--- src/pkg/decode_pkg.sv ---
// Constants for the two-word instruction decoder and address generator
package decode_pkg;
  // Word and address widths
  localparam int WORD_W = 8;
  localparam int ADDR_W = 12;
  localparam int TAG_W = 4;
  // First word field positions
  localparam int FUNC_LSB = 0;
  localparam int FUNC_W = 6;
  localparam int SEL_LSB = 6;
  localparam int SEL_W = 2;
  // Function codes (octal 20, 21, 22, 25)
  localparam logic [5:0] FC_LOAD_IMMEDIATE = 6'h10;
  localparam logic [5:0] FC_LOAD_DIRECT = 6'h11;
  localparam logic [5:0] FC_LOAD_INDIRECT = 6'h12;
  localparam logic [5:0] FC_LOAD_COMPLEMENT_DIRECT = 6'h15;
  // Storage cycle timing
  localparam int CLK_NS = 10;
  localparam int STORAGE_CYCLE_NS = 4000;
  localparam int CYCLE_CLKS = (STORAGE_CYCLE_NS + CLK_NS - 1) / CLK_NS;
  // Wishbone register byte addresses
  localparam logic [7:0] REG_ACC = 8'h00;
  localparam logic [7:0] REG_TAG1 = 8'h04;
  localparam logic [7:0] REG_TAG2 = 8'h08;
  localparam logic [7:0] REG_TAG3 = 8'h0C;
  localparam logic [7:0] REG_PC = 8'h10;
  localparam logic [7:0] REG_CTRL = 8'h14;
  localparam logic [7:0] REG_STATUS = 8'h18;
  localparam logic [7:0] REG_CYCLES = 8'h1C;
  // Reset values
  localparam logic [7:0] ACC_RST = 8'h00;
  localparam logic [3:0] TAG_RST = 4'h0;
  localparam logic [11:0] PC_RST = 12'h000;
  // Control register bits
  localparam int CTRL_RUN_BIT = 0;
  localparam int CTRL_STEP_BIT = 1;
  // Status register bits
  localparam int STAT_BUSY_BIT = 0;
  localparam int STAT_ILLEGAL_BIT = 1;
  localparam int STAT_SKIPPED_BIT = 2;
  // Sequencer states
  typedef enum logic [6:0] {
    ST_IDLE = 7'h01,
    ST_FETCH1 = 7'h02,
    ST_FETCH2 = 7'h04,
    ST_INDIR = 7'h08,
    ST_OPERAND = 7'h10,
    ST_WAIT = 7'h20,
    ST_DONE = 7'h40
  } seq_state_t;
endpackage : decode_pkg

--- src/rtl/cycle_timer.sv ---
// Storage cycle timer: one pulse per elapsed 4 us machine cycle
`timescale 1ns/100ps
`default_nettype none
module cycle_timer (
  input wire logic CLK_SYS_IN,
  input wire logic NRST_IN,
  input wire logic START_IN,
  output logic TICK_OUT
);
  // Clock counter within one machine cycle
  logic [9:0] cnt_q;
  logic [9:0] cnt_d;
  // Last count of a cycle
  localparam logic [9:0] LAST = 10'(decode_pkg::CYCLE_CLKS - 1);
  assign TICK_OUT = (cnt_q == LAST);
  assign cnt_d = (START_IN || TICK_OUT) ? 10'h000 : cnt_q + 10'h001;
  // Free counting, restarted when an instruction leaves idle
  always_ff @(posedge CLK_SYS_IN or negedge NRST_IN) begin
    if (!NRST_IN) begin
      cnt_q <= 10'h000;
    end else begin
      cnt_q <= cnt_d;
    end
  end
endmodule : cycle_timer
`default_nettype wire

--- src/rtl/instr_decoder.sv ---
// Two-word instruction decoder, address generator and load group
// What this block does
// - Fetch each instruction from P and P+1.
// - Function low six bits, selector top two.
// - Immediate mode uses second word, no tag.
// - Selector zero: address upper bits zero.
// - Selector 1-3: tag gives upper four bits.
// - Indirect reads pointer from lowest 256 words.
// - Indirect upper bits from tag, zero if none.
// - Indirect selector is first-word bits 6,7.
// - Immediate load copies word, continues P+2.
// - Direct load reads formed 12-bit address.
// - Indirect load reads operand at formed address.
// - Complement load inverts word, 12 us, P+2.
// - After immediate instruction, next is P+2.
// - Machine cycle of 4 us counts time.
// - Sense jump three cycles taken, else two.
// - Three 4-bit tag registers, numbered 1-3.
//
// Design decisions made here: the register addresses and the Wishbone interface to the registers.
`timescale 1ns/100ps
`default_nettype none
module instr_decoder (
  input wire logic CLK_SYS_IN,
  input wire logic NRST_IN,
  // Wishbone slave
  input wire logic WB_CYC_IN,
  input wire logic WB_STB_IN,
  input wire logic WB_WE_IN,
  input wire logic [7:0] WB_ADR_IN,
  input wire logic [3:0] WB_SEL_IN,
  input wire logic [31:0] WB_DAT_IN,
  output logic [31:0] WB_DAT_OUT,
  output logic WB_ACK_OUT,
  // Core memory port: the address and request stand for a whole
  // reference, and the word is sampled at its last clock
  output logic MEM_REQ_OUT,
  output logic [11:0] MEM_ADDR_OUT,
  input wire logic [7:0] MEM_DATA_IN,
  // Sense jump outcome for cycle accounting, sampled at the end of the
  // second fetch
  input wire logic JUMP_TAKEN_IN,
  output logic BUSY_OUT
);

  // Architectural state. Every register here is cleared by the
  // asynchronous reset, so the tag registers come up naming bank zero
  // and the first instruction is fetched from address zero.
  logic [7:0] acc_q;
  logic [11:0] pc_q;
  logic [3:0] tag_q [1:3];
  logic [7:0] word1_q;
  logic [7:0] word2_q;
  logic [7:0] ptr_q;
  logic [7:0] cycles_q;
  logic run_q;
  logic step_q;
  logic illegal_q;
  logic skipped_q;
  logic ack_q;
  logic [31:0] rdata_q;
  decode_pkg::seq_state_t state_q;
  decode_pkg::seq_state_t state_d;

  // Storage cycle pulse. One machine cycle lasts a whole storage reference;
  // the timer is restarted when an instruction leaves idle so that the
  // first reference gets its full length.
  logic tick;
  logic start_mem;
  // One timer serves every reference of the sequencer
  cycle_timer u_timer (
    .CLK_SYS_IN(CLK_SYS_IN),
    .NRST_IN(NRST_IN),
    .START_IN(start_mem),
    .TICK_OUT(tick)
  );

  // Field split of the first word: the function sits in the low six bits
  // and the tag-register selector in the top two.
  wire [5:0] func = word1_q[decode_pkg::FUNC_LSB +: decode_pkg::FUNC_W];
  wire [1:0] sel = word1_q[decode_pkg::SEL_LSB +: decode_pkg::SEL_W];

  // Tag contribution, zero when no tag register is named. Selector zero
  // must not index the tag array, which has no entry zero.
  wire [3:0] tag_hi = (sel == 2'b00) ? 4'h0 : tag_q[sel];

  // Instruction class decode. Only the load group is executed here; every
  // other code is fetched, timed and stepped over.
  wire is_imm = (func == decode_pkg::FC_LOAD_IMMEDIATE);
  wire is_dir = (func == decode_pkg::FC_LOAD_DIRECT);
  wire is_ind = (func == decode_pkg::FC_LOAD_INDIRECT);
  wire is_lcm = (func == decode_pkg::FC_LOAD_COMPLEMENT_DIRECT);
  wire is_load = is_imm | is_dir | is_ind | is_lcm;

  // Effective operand addresses. The pointer of indirect mode always lies
  // in the lowest 256 words, whatever the selector says.
  wire [11:0] dir_addr = {tag_hi, word2_q};
  wire [11:0] ind_ptr_addr = {4'h0, word2_q};
  wire [11:0] ind_addr = {tag_hi, ptr_q};
  wire [11:0] pc_next = pc_q + 12'h002;

  // Class decode seen by the sequencer at the end of the second fetch.
  // The first word is already latched then, so these are plain copies of
  // the fields above; they are kept apart so the branch reads clearly.
  wire [5:0] func2 = word1_q[5:0];  // Function field of the held first word
  wire is_imm2 = (func2 == decode_pkg::FC_LOAD_IMMEDIATE);  // No memory operand
  wire is_ind2 = (func2 == decode_pkg::FC_LOAD_INDIRECT);  // Pointer read needed
  wire is_load_d2 = is_load;  // Any load group code

  // Sense jumps (octal 60-64) take a third cycle when taken.
  // Only the cycle accounting is modelled; the jump target is not used,
  // so the program counter still steps by two.
  wire is_jump = (func >= 6'h30) && (func <= 6'h34);  // Sense jump class
  wire jump_wait = is_jump && JUMP_TAKEN_IN;

  // Bus decode, declared here because the register processes below use it.
  // A request is taken once; the held strobe during the ack cycle is masked.
  wire [7:0] wb_adr = WB_ADR_IN;  // Byte address of the register
  wire wb_req = WB_CYC_IN && WB_STB_IN && !ack_q;  // New request this cycle
  wire wb_wr = wb_req && WB_WE_IN && WB_SEL_IN[0];  // Write with lane 0 enabled

  // Memory address per state. The address is held for the whole reference,
  // since it depends on registers that only change at its last clock.
  always_comb begin
    unique case (state_q)
      decode_pkg::ST_FETCH1: MEM_ADDR_OUT = pc_q;
      decode_pkg::ST_FETCH2: MEM_ADDR_OUT = pc_q + 12'h001;
      decode_pkg::ST_INDIR: MEM_ADDR_OUT = ind_ptr_addr;
      decode_pkg::ST_OPERAND: MEM_ADDR_OUT = is_ind ? ind_addr : dir_addr;
      default: MEM_ADDR_OUT = pc_q;
    endcase
  end

  // Memory is read across states that hold a storage reference
  wire in_mem_state = (state_q == decode_pkg::ST_FETCH1) | (state_q == decode_pkg::ST_FETCH2) |
                      (state_q == decode_pkg::ST_INDIR) | (state_q == decode_pkg::ST_OPERAND);
  assign MEM_REQ_OUT = in_mem_state;
  assign BUSY_OUT = (state_q != decode_pkg::ST_IDLE);

  // Timer restarts when an instruction starts; later references follow
  // back to back, each ending at the timer's last count.
  assign start_mem = (state_q == decode_pkg::ST_IDLE) && state_d != decode_pkg::ST_IDLE;

  // Sequencer next state: each memory state lasts one 4 us cycle.
  // Immediate loads end after the second fetch, direct loads need one
  // operand reference and indirect loads a pointer reference first.
  always_comb begin
    state_d = state_q;
    unique case (state_q)
      decode_pkg::ST_IDLE: begin
        if (run_q || step_q) begin
          state_d = decode_pkg::ST_FETCH1;
        end
      end
      decode_pkg::ST_FETCH1: begin
        if (tick) begin
          state_d = decode_pkg::ST_FETCH2;
        end
      end
      decode_pkg::ST_FETCH2: begin
        if (tick) begin
          if (is_load_d2) begin
            state_d = is_ind2 ? decode_pkg::ST_INDIR :
                      (is_imm2 ? decode_pkg::ST_DONE : decode_pkg::ST_OPERAND);
          end else begin
            state_d = jump_wait ? decode_pkg::ST_WAIT : decode_pkg::ST_DONE;
          end
        end
      end
      decode_pkg::ST_INDIR: begin
        if (tick) begin
          state_d = decode_pkg::ST_OPERAND;
        end
      end
      decode_pkg::ST_OPERAND: begin
        if (tick) begin
          state_d = decode_pkg::ST_DONE;
        end
      end
      decode_pkg::ST_WAIT: begin
        if (tick) begin
          state_d = decode_pkg::ST_DONE;
        end
      end
      decode_pkg::ST_DONE: state_d = decode_pkg::ST_IDLE;
      default: state_d = decode_pkg::ST_IDLE;
    endcase
  end

  // Operand value for the load group. Memory mode and indirect mode share
  // it; the complement is taken over all eight bits, so a loaded word and
  // its complement always differ in every bit.
  // Operand result for the load group
  wire [7:0] load_val = is_lcm ? ~MEM_DATA_IN : MEM_DATA_IN;

  // Sequencer and instruction registers. Each word is captured at the
  // last clock of its reference, when the memory word has settled.
  always_ff @(posedge CLK_SYS_IN or negedge NRST_IN) begin
    if (!NRST_IN) begin
      state_q <= decode_pkg::ST_IDLE;
      word1_q <= 8'h00;
      word2_q <= 8'h00;
      ptr_q <= 8'h00;
    end else begin
      state_q <= state_d;
      if (state_q == decode_pkg::ST_FETCH1 && tick) begin
        word1_q <= MEM_DATA_IN;
      end
      if (state_q == decode_pkg::ST_FETCH2 && tick) begin
        word2_q <= MEM_DATA_IN;
      end
      if (state_q == decode_pkg::ST_INDIR && tick) begin
        ptr_q <= MEM_DATA_IN;
      end
    end
  end

  // Accumulator, program counter and machine cycle counter. The cycle
  // count restarts with each instruction and holds until the next one,
  // so software can read how long the last instruction took. Execution
  // results win over a bus write to the same register in one cycle.
  always_ff @(posedge CLK_SYS_IN or negedge NRST_IN) begin
    if (!NRST_IN) begin
      acc_q <= decode_pkg::ACC_RST;
      pc_q <= decode_pkg::PC_RST;
      cycles_q <= 8'h00;
      illegal_q <= 1'b0;
      skipped_q <= 1'b0;
    end else begin
      if (tick && in_mem_state || tick && state_q == decode_pkg::ST_WAIT) begin
        cycles_q <= cycles_q + 8'h01;
      end else if (state_q == decode_pkg::ST_IDLE && state_d == decode_pkg::ST_FETCH1) begin
        cycles_q <= 8'h00;
      end
      if (state_q == decode_pkg::ST_FETCH2 && tick && is_imm2) begin
        acc_q <= MEM_DATA_IN;
      end else if (state_q == decode_pkg::ST_OPERAND && tick) begin
        acc_q <= load_val;
      end else if (wb_wr && wb_adr == decode_pkg::REG_ACC) begin
        acc_q <= WB_DAT_IN[7:0];
      end
      if (state_q == decode_pkg::ST_DONE) begin
        pc_q <= pc_next;
        skipped_q <= !is_load;
        illegal_q <= is_imm && (sel != 2'b00);
      end else if (wb_wr && wb_adr == decode_pkg::REG_PC) begin
        pc_q <= WB_DAT_IN[11:0];
      end
    end
  end

  // Read side of the register map. Unmapped addresses read as zero, and
  // the status word packs the last instruction's outcome above the busy bit.
  wire [31:0] status_word = {29'h0, skipped_q, illegal_q, BUSY_OUT};
  logic [31:0] rd_mux;
  always_comb begin
    case (wb_adr)
      decode_pkg::REG_ACC: rd_mux = {24'h0, acc_q};
      decode_pkg::REG_TAG1: rd_mux = {28'h0, tag_q[1]};
      decode_pkg::REG_TAG2: rd_mux = {28'h0, tag_q[2]};
      decode_pkg::REG_TAG3: rd_mux = {28'h0, tag_q[3]};
      decode_pkg::REG_PC: rd_mux = {20'h0, pc_q};
      decode_pkg::REG_CTRL: rd_mux = {30'h0, step_q, run_q};
      decode_pkg::REG_STATUS: rd_mux = status_word;
      decode_pkg::REG_CYCLES: rd_mux = {24'h0, cycles_q};
      default: rd_mux = 32'h0000_0000;
    endcase
  end

  // Bus answer one cycle after the request, tag and control writes.
  // The step bit clears itself once the sequencer leaves idle, and a
  // write in the same cycle takes precedence over that clear.
  always_ff @(posedge CLK_SYS_IN or negedge NRST_IN) begin
    if (!NRST_IN) begin
      ack_q <= 1'b0;
      rdata_q <= 32'h0000_0000;
      run_q <= 1'b0;
      step_q <= 1'b0;
      tag_q[1] <= decode_pkg::TAG_RST;
      tag_q[2] <= decode_pkg::TAG_RST;
      tag_q[3] <= decode_pkg::TAG_RST;
    end else begin
      ack_q <= wb_req;
      rdata_q <= rd_mux;
      if (state_q == decode_pkg::ST_IDLE && step_q) begin
        step_q <= 1'b0;
      end
      if (wb_wr) begin
        if (wb_adr == decode_pkg::REG_TAG1) tag_q[1] <= WB_DAT_IN[3:0];
        if (wb_adr == decode_pkg::REG_TAG2) tag_q[2] <= WB_DAT_IN[3:0];
        if (wb_adr == decode_pkg::REG_TAG3) tag_q[3] <= WB_DAT_IN[3:0];
        if (wb_adr == decode_pkg::REG_CTRL) begin
          run_q <= WB_DAT_IN[decode_pkg::CTRL_RUN_BIT];
          step_q <= WB_DAT_IN[decode_pkg::CTRL_STEP_BIT];
        end
      end
    end
  end

  // Registered bus outputs
  assign WB_ACK_OUT = ack_q;
  assign WB_DAT_OUT = rdata_q;
endmodule : instr_decoder
`default_nettype wire

--- config.mk ---
export PLATFORM = sky130hd
export DESIGN_NAME = instr_decoder
export DESIGN_NICKNAME = d
export VERILOG_FILES = /design/src/pkg/decode_pkg.sv /design/src/rtl/cycle_timer.sv /design/src/rtl/instr_decoder.sv
export SDC_FILE = /design/constraint.sdc
export NUM_CORES = 1
export LEC_CHECK = 0
export BUFFER_PORTS_ARGS = -buffer_cell sky130_fd_sc_hd__buf_2
export CAP_MARGIN = 20
export CORE_MARGIN = 4
export CORE_UTILIZATION = 55
export DETAILED_ROUTE_END_ITERATION = 6
export PLACE_DENSITY_LB_ADDON = 0.08
export SLEW_MARGIN = 30
export SYNTH_ARGS = -nofsm -noshare
export SYNTH_HDL_FRONTEND = slang
export SYNTH_SLANG_ARGS = --single-unit
export TNS_END_PERCENT = 30
--- constraint.sdc ---
create_clock -name CLK_SYS_IN -period 2.4 [get_ports CLK_SYS_IN]
set_input_delay 0.48 -clock CLK_SYS_IN [delete_from_list [all_inputs] [get_ports CLK_SYS_IN]]
set_output_delay 0.48 -clock CLK_SYS_IN [all_outputs]
set_load 0.05 [all_outputs]
# After elaboration in Yosys (flattened, before gate mapping)
# Cells that the tools add are included.
totals:
  reg_bits: 118
  inputBits: 58
  out_inout_bits: 47
  elab_cells: 118
classes:
  n_addsub: 4
  n_lt_le_gt_ge: 3
  eq_ne: 22
  n_mux: 29
  bitwise_logic: 8
  n_reduce_logical: 35
ops:
  columns: ["op", "count"]
  rows:
  - ["$pmux 12 s8", 1]
  - ["$mux 7", 9]
  - ["$mux 8", 7]
  - ["$pmux 12 s3", 1]
  - ["$pmux 7 s5", 1]
  - ["$eq 8x5->1 const B", 4]
  - ["$eq 6x5->1 const B", 4]
  - ["$mux 12", 2]
  - ["$logic_and 1x1->1", 19]
  - ["$eq 8x4->1 const B", 2]
  - ["$eq 7x2->1 const B", 2]
  - ["$ne 7x1->1 const B", 2]
  - ["$add 12x1->12 const B", 1]
  - ["$add 12x2->12 const B", 1]
  - ["$mux 4", 3]
  - ["$add 10x1->10 const B", 1]
  - ["$eq 10x9->1 const B", 1]
  - ["$mux 10", 1]
  - ["$add 8x1->8 const B", 1]
  - ["$bmux 4 s2", 1]
  - ["$eq 8x3->1 const B", 1]
  - ["$logic_not 8->1", 1]
  - ["$not 8->8", 1]
  - ["$reduce_and 2->1", 4]
  - ["18 further kinds", 30]

# Logic depth before layout (Yosys ltp)
# Gate-level depths: netlist of run 1.
depth:
  ltp_word: 11
  mapped_depth: 8
  ltp_nobuf: 6

# Modules after synthesis
# Synthesis of run 1 repeated with hierarchy kept, for this count alone.
unflattened:
  hier_cells: 596
  area_unflattened_um2: 5713.0
modules_own_cells:
  columns: ["module", "n_inst", "cells_each", "area_per_inst_um2", "seq_area_each_um2"]
  rows:
  - ["instr_decoder", 1, 549, 5236.3, 2203.4]
  - ["cycle_timer", 1, 47, 476.7, 250.2]

# Worst setup path before layout of run 1
# No wires, ideal clock.
synth_path:
  path_kind: "reg2out"
  startpoint: "reg pc_q[1]"
  endpoint: "out MEM_ADDR_OUT[11]"
  t_arrival_ps: 2585
  required_ps: 1920
  setup_slack_ps: -665
  stages_incl_launch_ff: 6
  path_buffers: 0
  cell_sequence: "dfrtp_1 > ha_1 > nand3_1 > nor3_1 > nand3_1 > o311ai_1"
synth_via:
  elab_chain_cells: 2
synth_lines:
  columns: ["item", "line", "rtl"]
  rows:
  - ["start: declaration", "instr_decoder.sv:50", "logic [11:0] pc_q;"]
  - ["start signal: assignment", "instr_decoder.sv:225", "pc_q <= decode_pkg::PC_RST;"]
  - ["start signal: assignment", "instr_decoder.sv:243", "pc_q <= pc_next;"]
  - ["start signal: assignment", "instr_decoder.sv:247", "pc_q <= WB_DAT_IN[11:0];"]
  - ["$add 12x1->12", "instr_decoder.sv:127", "decode_pkg::ST_FETCH2: MEM_ADDR_OUT = pc_q + 12'h001;"]
  - ["$pmux 12 s3", "instr_decoder.sv:125", "unique case (state_q)"]
  - ["end: declaration", "instr_decoder.sv:38", "output logic [11:0] MEM_ADDR_OUT,"]
# Every way passes these cells.

# Worst setup path in the final report of run 1
layout_path:
  startpoint: "reg word1_q[3]"
  endpoint: "out MEM_ADDR_OUT[6]"
layout_via:
  elab_chain_cells: 3
layout_lines:
  columns: ["item", "line", "rtl"]
  rows:
  - ["start: declaration", "instr_decoder.sv:52", "logic [7:0] word1_q;"]
  - ["start signal: assignment", "instr_decoder.sv:201", "word1_q <= 8'h00;"]
  - ["start signal: assignment", "instr_decoder.sv:207", "word1_q <= MEM_DATA_IN;"]
  - ["$eq 6x5->1", "instr_decoder.sv:91", "wire is_ind = (func == decode_pkg::FC_LOAD_INDIRECT);"]
  - ["$mux 8", "instr_decoder.sv:129", "decode_pkg::ST_OPERAND: MEM_ADDR_OUT = is_ind ? ind_addr : dir_addr;"]
  - ["$pmux 12 s3", "instr_decoder.sv:125", null]
# Every way passes these cells.

==> results by group, run 1 <==
Cells and area
  • Most frequent cells in the layout: dfrtp_1, buf_4, nand2_1
  • Design area: 7140 µm²
  • P&R area growth vs syn: 22.2%
  • Most common cell after layout, fill and taps aside: dfrtp_1
  • Ant diodes: 0
  • Final Util: 69.1%
  • Nets: 790
  • Layout cell share with drive strength beyond 1: 32.7%

Clocking
  • CTS buffer count: 9
  • CTS tree: yes
  • Deepest clock path buffer count: 2
  • H-tree levels: 3
  • Sink Count: 98
  • Clock Tree Root: clkbuf_8
  • Clock latency on the worst-skew pair: 380 ps
  • Clk slew on worst S/H paths: 90 ps
  • Post-CTS Hold Fix Bufs: 0

Power
  • Cell Pwr Density: 436 nW/µm²
  • Peak VDD IR: 284 µV
  • Pleak: 0.00338 µW

Floorplan
  • Initial Util: 56.6%
  • Die area: 12,300 µm²
  • Die X: 111 µm
  • Core Region: 10,300 µm²
  • Chip Height: 111 µm
  • Num ports: 105
  • # rows: 37

Route
  • Drt total wl: 16,300 µm
  • Total iterations of the first detailed-routing run: 7
  • Routed wl met2: 7790 µm
  • 1st-iter DRT viols: 399
  • Highest metal used: met4
  • DR WL/cell: 18.8 µm
  • DRC: 5
  • WL met3: 1250 µm
  • Final ANT Viol Nets: 0
  • DR vias: 5,274
  • WL met1: 6780 µm
  • Vias/cell: 6.07

Setup path
  • Crit path required time: 1920 ps
  • Crit start category: register
  • CP arrival: 2220 ps
  • CP Capture Type: primary output
  • Critical path peak fanout: 5
  • Setup CP Type: register to primary output

Placed design
  • Pre-CTS WS: -213 ps
  • Port buffer count: 61
  • Post-DP Area: 6730 µm²
  • Gpl congestion: 0.997
  • DP HPWL: 12,200 µm

Synth
  • Average cell area after synthesis: 9.55 µm²
  • #FFs+latches synth: 98
  • Post-synth EDFFs: 0
  • Register area share after synthesis: 42.0%
  • Synth Cell Area: 5840 µm²
  • FFs w/ async S/R, synth: 100%
  • Count of cell types in the netlist: 75
  • Synth Instances: 612
  • Main synth FF type: dfrtp_1
  • YS warnings: 0

STA
  • Worst rel slew slack: 64.8%
  • Max Clk Rate: 0.370 GHz
  • Worst Tran Pin Value: 527 ps
  • Worst hold margin: 35.2 ps
  • RSZ-0062 raised after global routing: yes
  • Period utilization: 113%
  • Max Slew Vio Count: 0
  • Clk_skew: 10.7 ps
  • Hold Vio Cnt, Final: 0
  • # setup viols final: 13
  • Setup TNS: -2570 ps
  • Setup ws final: -302 ps
  • Crit path time final: 2700 ps

Global route
  • Vias in the first global route: 5,142
  • Grt ovf: 0
  • Gr usage total: 26.9%
  • First-pass GRT wire length: 26,400 µm
  • Largest net degree at the start of global routing: 46
  • Initial antenna violation count: 0

Job
  • Number of max-cap violations: 0

Worst hold path
  • Hold WC Path Type: primary input to asynchronous set/reset pin

Status
  • Failing checks: DRC, setup timing
  • Status: complete, but fails checks
[kinds of logic (layout without fill, tap and decap cells)]
logic type               Yosys count  count (layout)  synth area share (%)
adder cells (fa/ha/maj)            4               4                 0.857
AO/OA/AOI/OAI                    126             126                  14.8
other                              1              20                0.0642
buffers and inverters             58             160                  5.16
AND/OR/NAND/NOR                  249             249                  23.4
XOR/XNOR                          15              15                  2.25
multiplexers                      61              61                  11.4
flip-flops                        98              98                  42.0
[power breakdown]
group | switching, µW | internal [µW]
combinational | 192 | 57.7
sequential | 5.84 | 1660
clock | 586 | 613
[worst max-delay path, stage by stage (launching register included)]
cell	delay (ps)
dfrtp_1	420
nor4b_4	300
nand3b_1	190
buf_6	170
nor2_2	150
buf_6	140
a222oi_1	80
mux2i_2	210
buf_6	190
[cell type report]
| class | instances | area [µm²] |
|---|---|---|
| Multi-Input combinational cell | 475 | 3270 |
| Fill cell | 828 | 3190 |
| Sequential cell | 98 | 2450 |
| Timing Repair Buffer | 135 | 986 |
| Tap cell | 136 | 170 |
| Clock buffer | 11 | 141 |
| Clock inverter | 5 | 77.6 |
| Inverter | 9 | 33.8 |
[state kept, by name (all words and copies together), names as in the netlist]
signal,flops
word1_q,8
WB_DAT_OUT,12
WB_ACK_OUT,1
tag_q,12
run_q,1
state_q,7
pc_q,12
illegal_q,1
ptr_q,8
cycles_q,8
u_timer.cnt_q,10
skipped_q,1
word2_q,8
acc_q,8
step_q,1
[final timing paths]
check	start	slack [ps]	cells past startpoint	end
worst max-delay path	word1_q[3]	-300	8	MEM_ADDR_OUT[6]
worst min-delay path	NRST_IN	40	1	tag_q[1]
worst max register to register	state_q[1]	230	7	acc_q[7]
worst min register to register	u_timer.cnt_q[0]	480	1	u_timer.cnt_q[0]
max in group asynchronous	NRST_IN	1700	2	pc_q[0]
min in group CLK_SYS_IN	WB_DAT_IN[8]	310	2	pc_q[8]
[what timing repair did]
item	CTS	global route
gates resized for setup	38	8
setup buffers	4	0
pin swaps	8	6
setup endpoints to repair	13	13
[metrics by stage]
step,power (µW),std cells
final,3110,869
after global routing,3220,869
after CTS,3130,869
after detailed placement,1940,849
after global placement,1940,849
after floorplan,1850,631
[synthesized netlist by cell type, drive strengths merged (10+ instances only)]
cell	number	share of area, %
and3	17	1.8
a21oi	24	2.3
buf	29	3.3
mux2i	15	2.6
dfrtp	97	42
nand3	34	3.0
clkbuf	20	1.3
xnor2	10	1.5
o21ai	39	3.3
nor3	16	1.8
nand2	55	3.5
nand4	14	1.6
nor2	58	3.9
mux2	46	8.9
[routing by layer]
metal | vias up | track usage (%)
li1 | 2436 | -
met5 | - | 0
met1 | 2575 | 35.0
met3 | 43 | 6.06
met2 | 220 | 43.6
met4 | 0 | 11.2
No activity file was read; power rests on OpenSTA's default activity.
==> inputs of run 2 (changes only) <==
CELL_PAD_IN_SITES_DETAIL_PLACEMENT = 0   (was default)
CELL_PAD_IN_SITES_GLOBAL_PLACEMENT = 1   (was default)
CORE_UTILIZATION = 43   (was 55)
==> run 2 against run 1 <==
The flow finishes with violations (setup timing). Combinational power rose by 2%. Register-to-register slack barely moved. Clock-buffer cell count fell by 2. Maximum frequency rose by 1.9%. Final cell count rose by 5.2%. Via count fell by 2.5%. Highest routed layer unchanged.
==> results by group, run 2 (same netlist as run 1, synthesis figures left out) <==
Global route
  • First-pass GRT wire length: 27,500 µm (was 26,400 µm)
  • Initial antenna violation count: 0 (unchanged)
  • Gr usage total: 22.3% (was 26.9%)
  • Vias in the first global route: 5,021 (was 5,142)
  • Grt ovf: 0 (unchanged)
  • Largest net degree at the start of global routing: 35 (was 46)

Clocking
  • H-tree levels: 3 (unchanged)
  • CTS buffer count: 9 (unchanged)
  • Deepest clock path buffer count: 2 (unchanged)
  • Clock Tree Root: clkbuf_16 (was clkbuf_8)
  • Sink Count: 98 (unchanged)
  • CTS tree: yes (unchanged)
  • Clock latency on the worst-skew pair: 360 ps (was 380 ps)
  • Clk slew on worst S/H paths: 70 ps (was 90 ps)

Setup path
  • Setup CP Type: register to primary output (unchanged)
  • Critical path peak fanout: 4 (was 5)
  • CP bufs+invs: 4 (was 3)
  • Delay of the slowest cell on the worst path: 410 ps (was 420 ps)
  • CP Cell Sequence: buf_4 > xor2_2 > and3_4 > buf_4 > o2bb2ai_1 > a222oi_1 > buf_4 > o31ai_4 > buf_6 (was nor4b_4 > nand3b_1 > buf_6 > nor2_2 > buf_6 > a222oi_1 > mux2i_2 > buf_6)
  • Most frequent CP cell: buf_4 (was buf_6)
  • CP top delay family: buffers and inverters (was simple AND/OR/NAND/NOR gates)
  • Crit path required time: 1920 ps (about the same)
  • CP arrival: 2170 ps (was 2220 ps)
  • Crit start category: register (unchanged)
  • Slowest CP cell: dfrtp_1 (unchanged)
  • R2r setup slk: 230 ps (about the same)
  • CP Capture Type: primary output (unchanged)

Route
  • DR WL/cell: 18.8 µm (about the same)
  • 1st-iter DRT viols: 399 (unchanged)
  • Total iterations of the first detailed-routing run: 5 (was 7)
  • DRC: 0 (was 5)
  • Final ANT Viol Nets: 0 (unchanged)
  • Drt total wl: 17,200 µm (was 16,300 µm)
  • Vias/cell: 5.63 (was 6.07)
  • DR vias: 5,143 (was 5,274)

Worst hold path
  • Hold WC Path Type: primary input to asynchronous set/reset pin (unchanged)

Status
  • Failing checks: setup timing (was DRC, setup timing)
  • Status: complete, but fails checks (unchanged)

STA
  • Setup TNS: -1880 ps (was -2570 ps)
  • # setup viols final: 13 (unchanged)
  • Setup ws final: -252 ps (was -302 ps)
  • Period utilization: 110% (was 113%)
  • RSZ-0062 raised after global routing: yes (unchanged)
  • Clk_skew: 11.0 ps (was 10.7 ps)
  • Crit path time final: 2650 ps (was 2700 ps)
  • Hold Vio Cnt, Final: 0 (unchanged)
  • Max Clk Rate: 0.377 GHz (was 0.370 GHz)
  • Worst hold margin: 64.0 ps (was 35.2 ps)
  • Max Slew Vio Count: 0 (unchanged)

Cells and area
  • Design area: 7300 µm² (was 7140 µm²)
  • Most frequent cells in the layout: dfrtp_1, buf_4, nand2_1, nor2_1, buf_2 (was dfrtp_1, buf_4, nand2_1)
  • Fillers: 1,212 (was 828)
  • Layout cell share with drive strength beyond 1: 33.3% (was 32.7%)
  • P&R area growth vs syn: 25.0% (was 22.2%)
  • Nets: 795 (was 790)
  • Final Util: 54.9% (was 69.1%)
  • Area occupied by multi-input gates: 3280 µm² (was 3270 µm²)
  • Ant diodes: 0 (unchanged)
  • FF+latch area: 2450 µm² (unchanged)
  • Most common cell after layout, fill and taps aside: dfrtp_1 (unchanged)

Floorplan
  • # rows: 42 (was 37)
  • Die X: 125 µm (was 111 µm)
  • Initial Util: 43.9% (was 56.6%)
  • Num ports: 105 (unchanged)
  • Chip Height: 125 µm (was 111 µm)
  • Die area: 15,500 µm² (was 12,300 µm²)
  • Core Region: 13,300 µm² (was 10,300 µm²)

Placed design
  • Gpl congestion: 0.902 (was 0.997)
  • DP HPWL: 13,000 µm (was 12,200 µm)
  • Post-DP Area: 6790 µm² (was 6730 µm²)
  • Port buffer count: 61 (unchanged)

Power
  • Total Power: 3510 µW (was 3110 µW)
  • Pleak: 0.00345 µW (was 0.00338 µW)
  • Cell Pwr Density: 481 nW/µm² (was 436 nW/µm²)
  • Peak VDD IR: 625 µV (was 284 µV)

Job
  • Number of max-cap violations: 0 (unchanged)
run 2: per-stage QoR:
| step | setup slack (ps) | instances |
|---|---|---|
| finish | -252 | 914 |
| global route | -398 | 914 |
| CTS | -281 | 914 |
| detailed placement | -314 | 892 |
| global placement | -319 | 892 |
| floorplan | -239 | 631 |
run 2: final timing paths:
check | depth (start not counted) | endpoint | startpoint
setup reg to reg | 5 | word1_q[5] | u_timer.cnt_q[0]
max in group asynchronous | 2 | state_q[6] | NRST_IN
min in group CLK_SYS_IN | 2 | pc_q[8] | WB_DAT_IN[8]
setup / recovery | 9 | MEM_ADDR_OUT[4] | state_q[2]
hold reg to reg | 1 | u_timer.cnt_q[0] | u_timer.cnt_q[0]
hold / removal | 1 | WB_DAT_OUT[4] | NRST_IN
run 2: power breakdown:
group | internal (µW) | total [µW] | switching, µW
sequential | 1660 | 1660 | 5.42
clock | 925 | 1600 | 671
combinational | 59.8 | 256 | 196
total | 2640 | 3510 | 872
run 2: final cells by class:
type	instances	share of cell area, %
multi-input cells	475	44.9
clock buffers	9	3.08
flip-flops and latches	98	33.6
well taps	176	3.01
clock inverters	7	1.35
inverters	9	0.462
repair buffers	140	13.6
run 2: what timing repair did:
| action | CTS | global route |
|---|---|---|
| hold buffers | 0 | 0 |
| setup buffers | 7 | 0 |
| endpoints found under the setup margin | 13 | 13 |
| gates resized for setup | 39 | 3 |
| pin swaps | 10 | 6 |
run 2: per-layer routing:
metal | wire length [µm] | track usage [%] | share of wire, % | vias to the layer above
met1 | 7570 | 30.0 | 44 | 2521
met5 | 0 | 0 | 0 | -
met4 | 208 | 4.77 | 1.2 | 0
met2 | 8300 | 37.0 | 48 | 157
met3 | 1120 | 4.89 | 6.5 | 15
li1 | - | - | - | 2450
==> inputs of run 3 (changes only) <==
CORE_ASPECT_RATIO = 0.75   (was default)
RECOVER_POWER = 50   (was default)
==> run 3 against run 2 <==
The flow still finishes with violations (setup timing). Maximum frequency is 1.9% lower. Hold slack better by 280 ps. Sequential share of layout area is 0.092 points lower. Final area is 0.27% higher. Die area is 0.13% higher. Via count is 0.84% higher. Critical path type unchanged.
==> results by group, run 3 (same netlist as run 1, synthesis figures left out) <==
Setup path
  • CP arrival: 2220 ps (was 2170 ps)
  • Crit path required time: 1920 ps (about the same)
  • Critical path peak fanout: 6 (was 4)
  • FF-to-FF End: acc_q[3] (was word1_q[5])
  • R2r setup slk: 170 ps (was 230 ps)
  • CP Capture Type: primary output (unchanged)
  • Crit start category: register (unchanged)
  • Worst R2R Path Depth: 7 (was 5)
  • Setup CP Type: register to primary output (unchanged)
  • Critical R2R Launch: state_q[5] (was u_timer.cnt_q[0])

Power
  • Combinational fraction of design power: 6.8% (was 7.3%)
  • Pleak: 0.00344 µW (was 0.00345 µW)
  • Switch share: 23.6% (was 24.8%)
  • Peak VDD IR: 467 µV (was 625 µV)
  • Psw: 865 µW (was 872 µW)
  • Total Power: 3660 µW (was 3510 µW)
  • Cell Pwr Density: 500 nW/µm² (was 481 nW/µm²)
  • Internal power: 2790 µW (was 2640 µW)
  • Part of the power in registers: 45.4% (was 47.3%)
  • Clock power frac: 47.8% (was 45.4%)

Floorplan
  • Die area: 15,500 µm² (about the same)
  • Initial Util: 44.4% (was 43.9%)
  • Chip Height: 109 µm (was 125 µm)
  • # rows: 36 (was 42)
  • Die X: 143 µm (was 125 µm)
  • Num ports: 105 (unchanged)
  • Core Region: 13,200 µm² (was 13,300 µm²)

Route
  • 1st-iter DRT viols: 335 (was 399)
  • DR vias: 5,186 (was 5,143)
  • Vias/cell: 5.71 (was 5.63)
  • Total iterations of the first detailed-routing run: 6 (was 5)
  • DR WL/cell: 19.3 µm (was 18.8 µm)
  • Final ANT Viol Nets: 0 (unchanged)
  • Drt total wl: 17,500 µm (was 17,200 µm)
  • DRC: 0 (unchanged)

Worst hold path
  • WHS Path Cells: 2
  • Hold WC Path Type: primary input to register (was primary input to asynchronous set/reset pin)
  • Hold EP: pc_q[8]
  • Hold Crit Start: WB_DAT_IN[8]

Clocking
  • Post-CTS Hold Fix Bufs: 0 (unchanged)
  • CTS tree: yes (unchanged)
  • H-tree levels: 3 (unchanged)
  • CTS buffer count: 9 (unchanged)
  • Deepest clock path buffer count: 2 (unchanged)
  • Clk slew on worst S/H paths: 70 ps (about the same)
  • Clock latency on the worst-skew pair: 350 ps (was 360 ps)
  • Sink Count: 98 (unchanged)
  • Clock Tree Root: clkbuf_16 (unchanged)

Global route
  • Vias in the first global route: 4,993 (was 5,021)
  • Initial antenna violation count: 0 (unchanged)
  • Gr usage total: 22.9% (was 22.3%)
  • Largest net degree at the start of global routing: 52 (was 35)
  • Grt ovf: 0 (unchanged)
  • First-pass GRT wire length: 27,200 µm (was 27,500 µm)

Placed design
  • DP HPWL: 13,200 µm (was 13,000 µm)
  • Gpl congestion: 0.959 (was 0.902)
  • Port buffer count: 61 (unchanged)
  • Post-Place Cells: 887 (was 892)

STA
  • Max Slew Vio Count: 0 (unchanged)
  • Clk_skew: 3.95 ps (was 11.0 ps)
  • Max Clk Rate: 0.370 GHz (was 0.377 GHz)
  • Period utilization: 113% (was 110%)
  • Worst rel slew slack: 16.0%
  • Crit path time final: 2700 ps (was 2650 ps)
  • RSZ-0062 raised after global routing: yes (unchanged)
  • # setup viols final: 21 (was 13)
  • Worst Tran Pin Value: 1260 ps
  • Worst hold margin: 341 ps (was 64.0 ps)
  • Setup ws final: -302 ps (was -252 ps)
  • Setup TNS: -2590 ps (was -1880 ps)
  • Hold Vio Cnt, Final: 0 (unchanged)

Cells and area
  • Fillers: 1,228 (was 1,212)
  • Final Util: 55.7% (was 54.9%)
  • P&R area growth vs syn: 25.4% (was 25.0%)
  • Final std cells w/o fill: 908 (was 914)
  • Most common cell after layout, fill and taps aside: dfrtp_1 (unchanged)
  • Nets: 794 (was 795)
  • Ant diodes: 0 (unchanged)
  • Most frequent cells in the layout: dfrtp_1, buf_4, nor2_1 (was dfrtp_1, buf_4, nand2_1, nor2_1, buf_2)
  • Layout cell share with drive strength beyond 1: 32.8% (was 33.3%)

Status
  • Failing checks: setup timing (unchanged)
  • Status: complete, but fails checks (unchanged)

Job
  • Number of max-cap violations: 0 (unchanged)
==> run 3: cell count changes in the layout (fill, tap and decap cells not counted), moves of 3 or more <==
cell	change
buf_2	-4
buf_4	-10
o21ai_0	+3
clkbuf_1	+5
buf_6	+7
==> run 3: power by group through the flow <==
stage               clock (µW)  combinational (µW)  sequential [µW]
floorplan                    0                 151             1700
global placement             0                 248             1690
detailed placement           0                 251             1690
CTS                       1790                 254             1660
global route              1840                 266             1660
finish                    1750                 247             1660
==> run 3: worst max path at each step <==
stage | start | endpoint | slack (ps)
2_1_floorplan | state_q[3] | MEM_ADDR_OUT[10] | -240
3_3_place_gp | state_q[0] | MEM_ADDR_OUT[6] | -250
3_5_place_dp | state_q[0] | MEM_ADDR_OUT[11] | -280
4_1_cts | word1_q[3] | MEM_ADDR_OUT[4] | -310
5_1_grt | word1_q[3] | MEM_ADDR_OUT[4] | -390
6_report | state_q[0] | MEM_ADDR_OUT[4] | -300
==> run 3: per-stage QoR <==
stage | instance area (µm²) | worst slack (ps)
2_1_floorplan | 5970 | -239
3_3_place_gp | 6780 | -245
3_5_place_dp | 6780 | -275
4_1_cts | 7350 | -310
5_1_grt | 7320 | -394
6_report | 7320 | -302
==> run 3: cell type report <==
| class | count | area [µm²] | area share [%] |
|---|---|---|---|
| inverter | 9 | 33.8 | 0.461 |
| clock inverter | 5 | 108 | 1.47 |
| sequential | 98 | 2450 | 33.5 |
| timing repair buffer | 139 | 987 | 13.5 |
| clock buffer | 11 | 253 | 3.45 |
| tap | 171 | 214 | 2.92 |
| multi-input combinational | 475 | 3270 | 44.7 |
==> run 3: what timing repair did <==
item,4_1_cts,5_1_grt
endpoints found under the setup margin,13,13
pin swaps,18,2
resized for setup,46,2
setup buffers,5,0
==> run 3: worst max-delay path: stages (launching register included) <==
cell and delay [ps]:
dfstp_2 560, nor3_4 60, and4b_2 220, buf_6 150, o2bb2ai_2 140, a222oi_1 340, buf_4 180, o31ai_4 60
buf_6 150
==> run 3: routing by layer <==
layer / GRT usage [%] / up-vias / part of all wire, %
met5: 0 / - / 0
met4: 6.04 / 0 / 1.6
met1: 33.7 / 2525 / 48
met2: 34.6 / 193 / 44
li1: - / 2448 / -
met3: 4.60 / 20 / 6.8
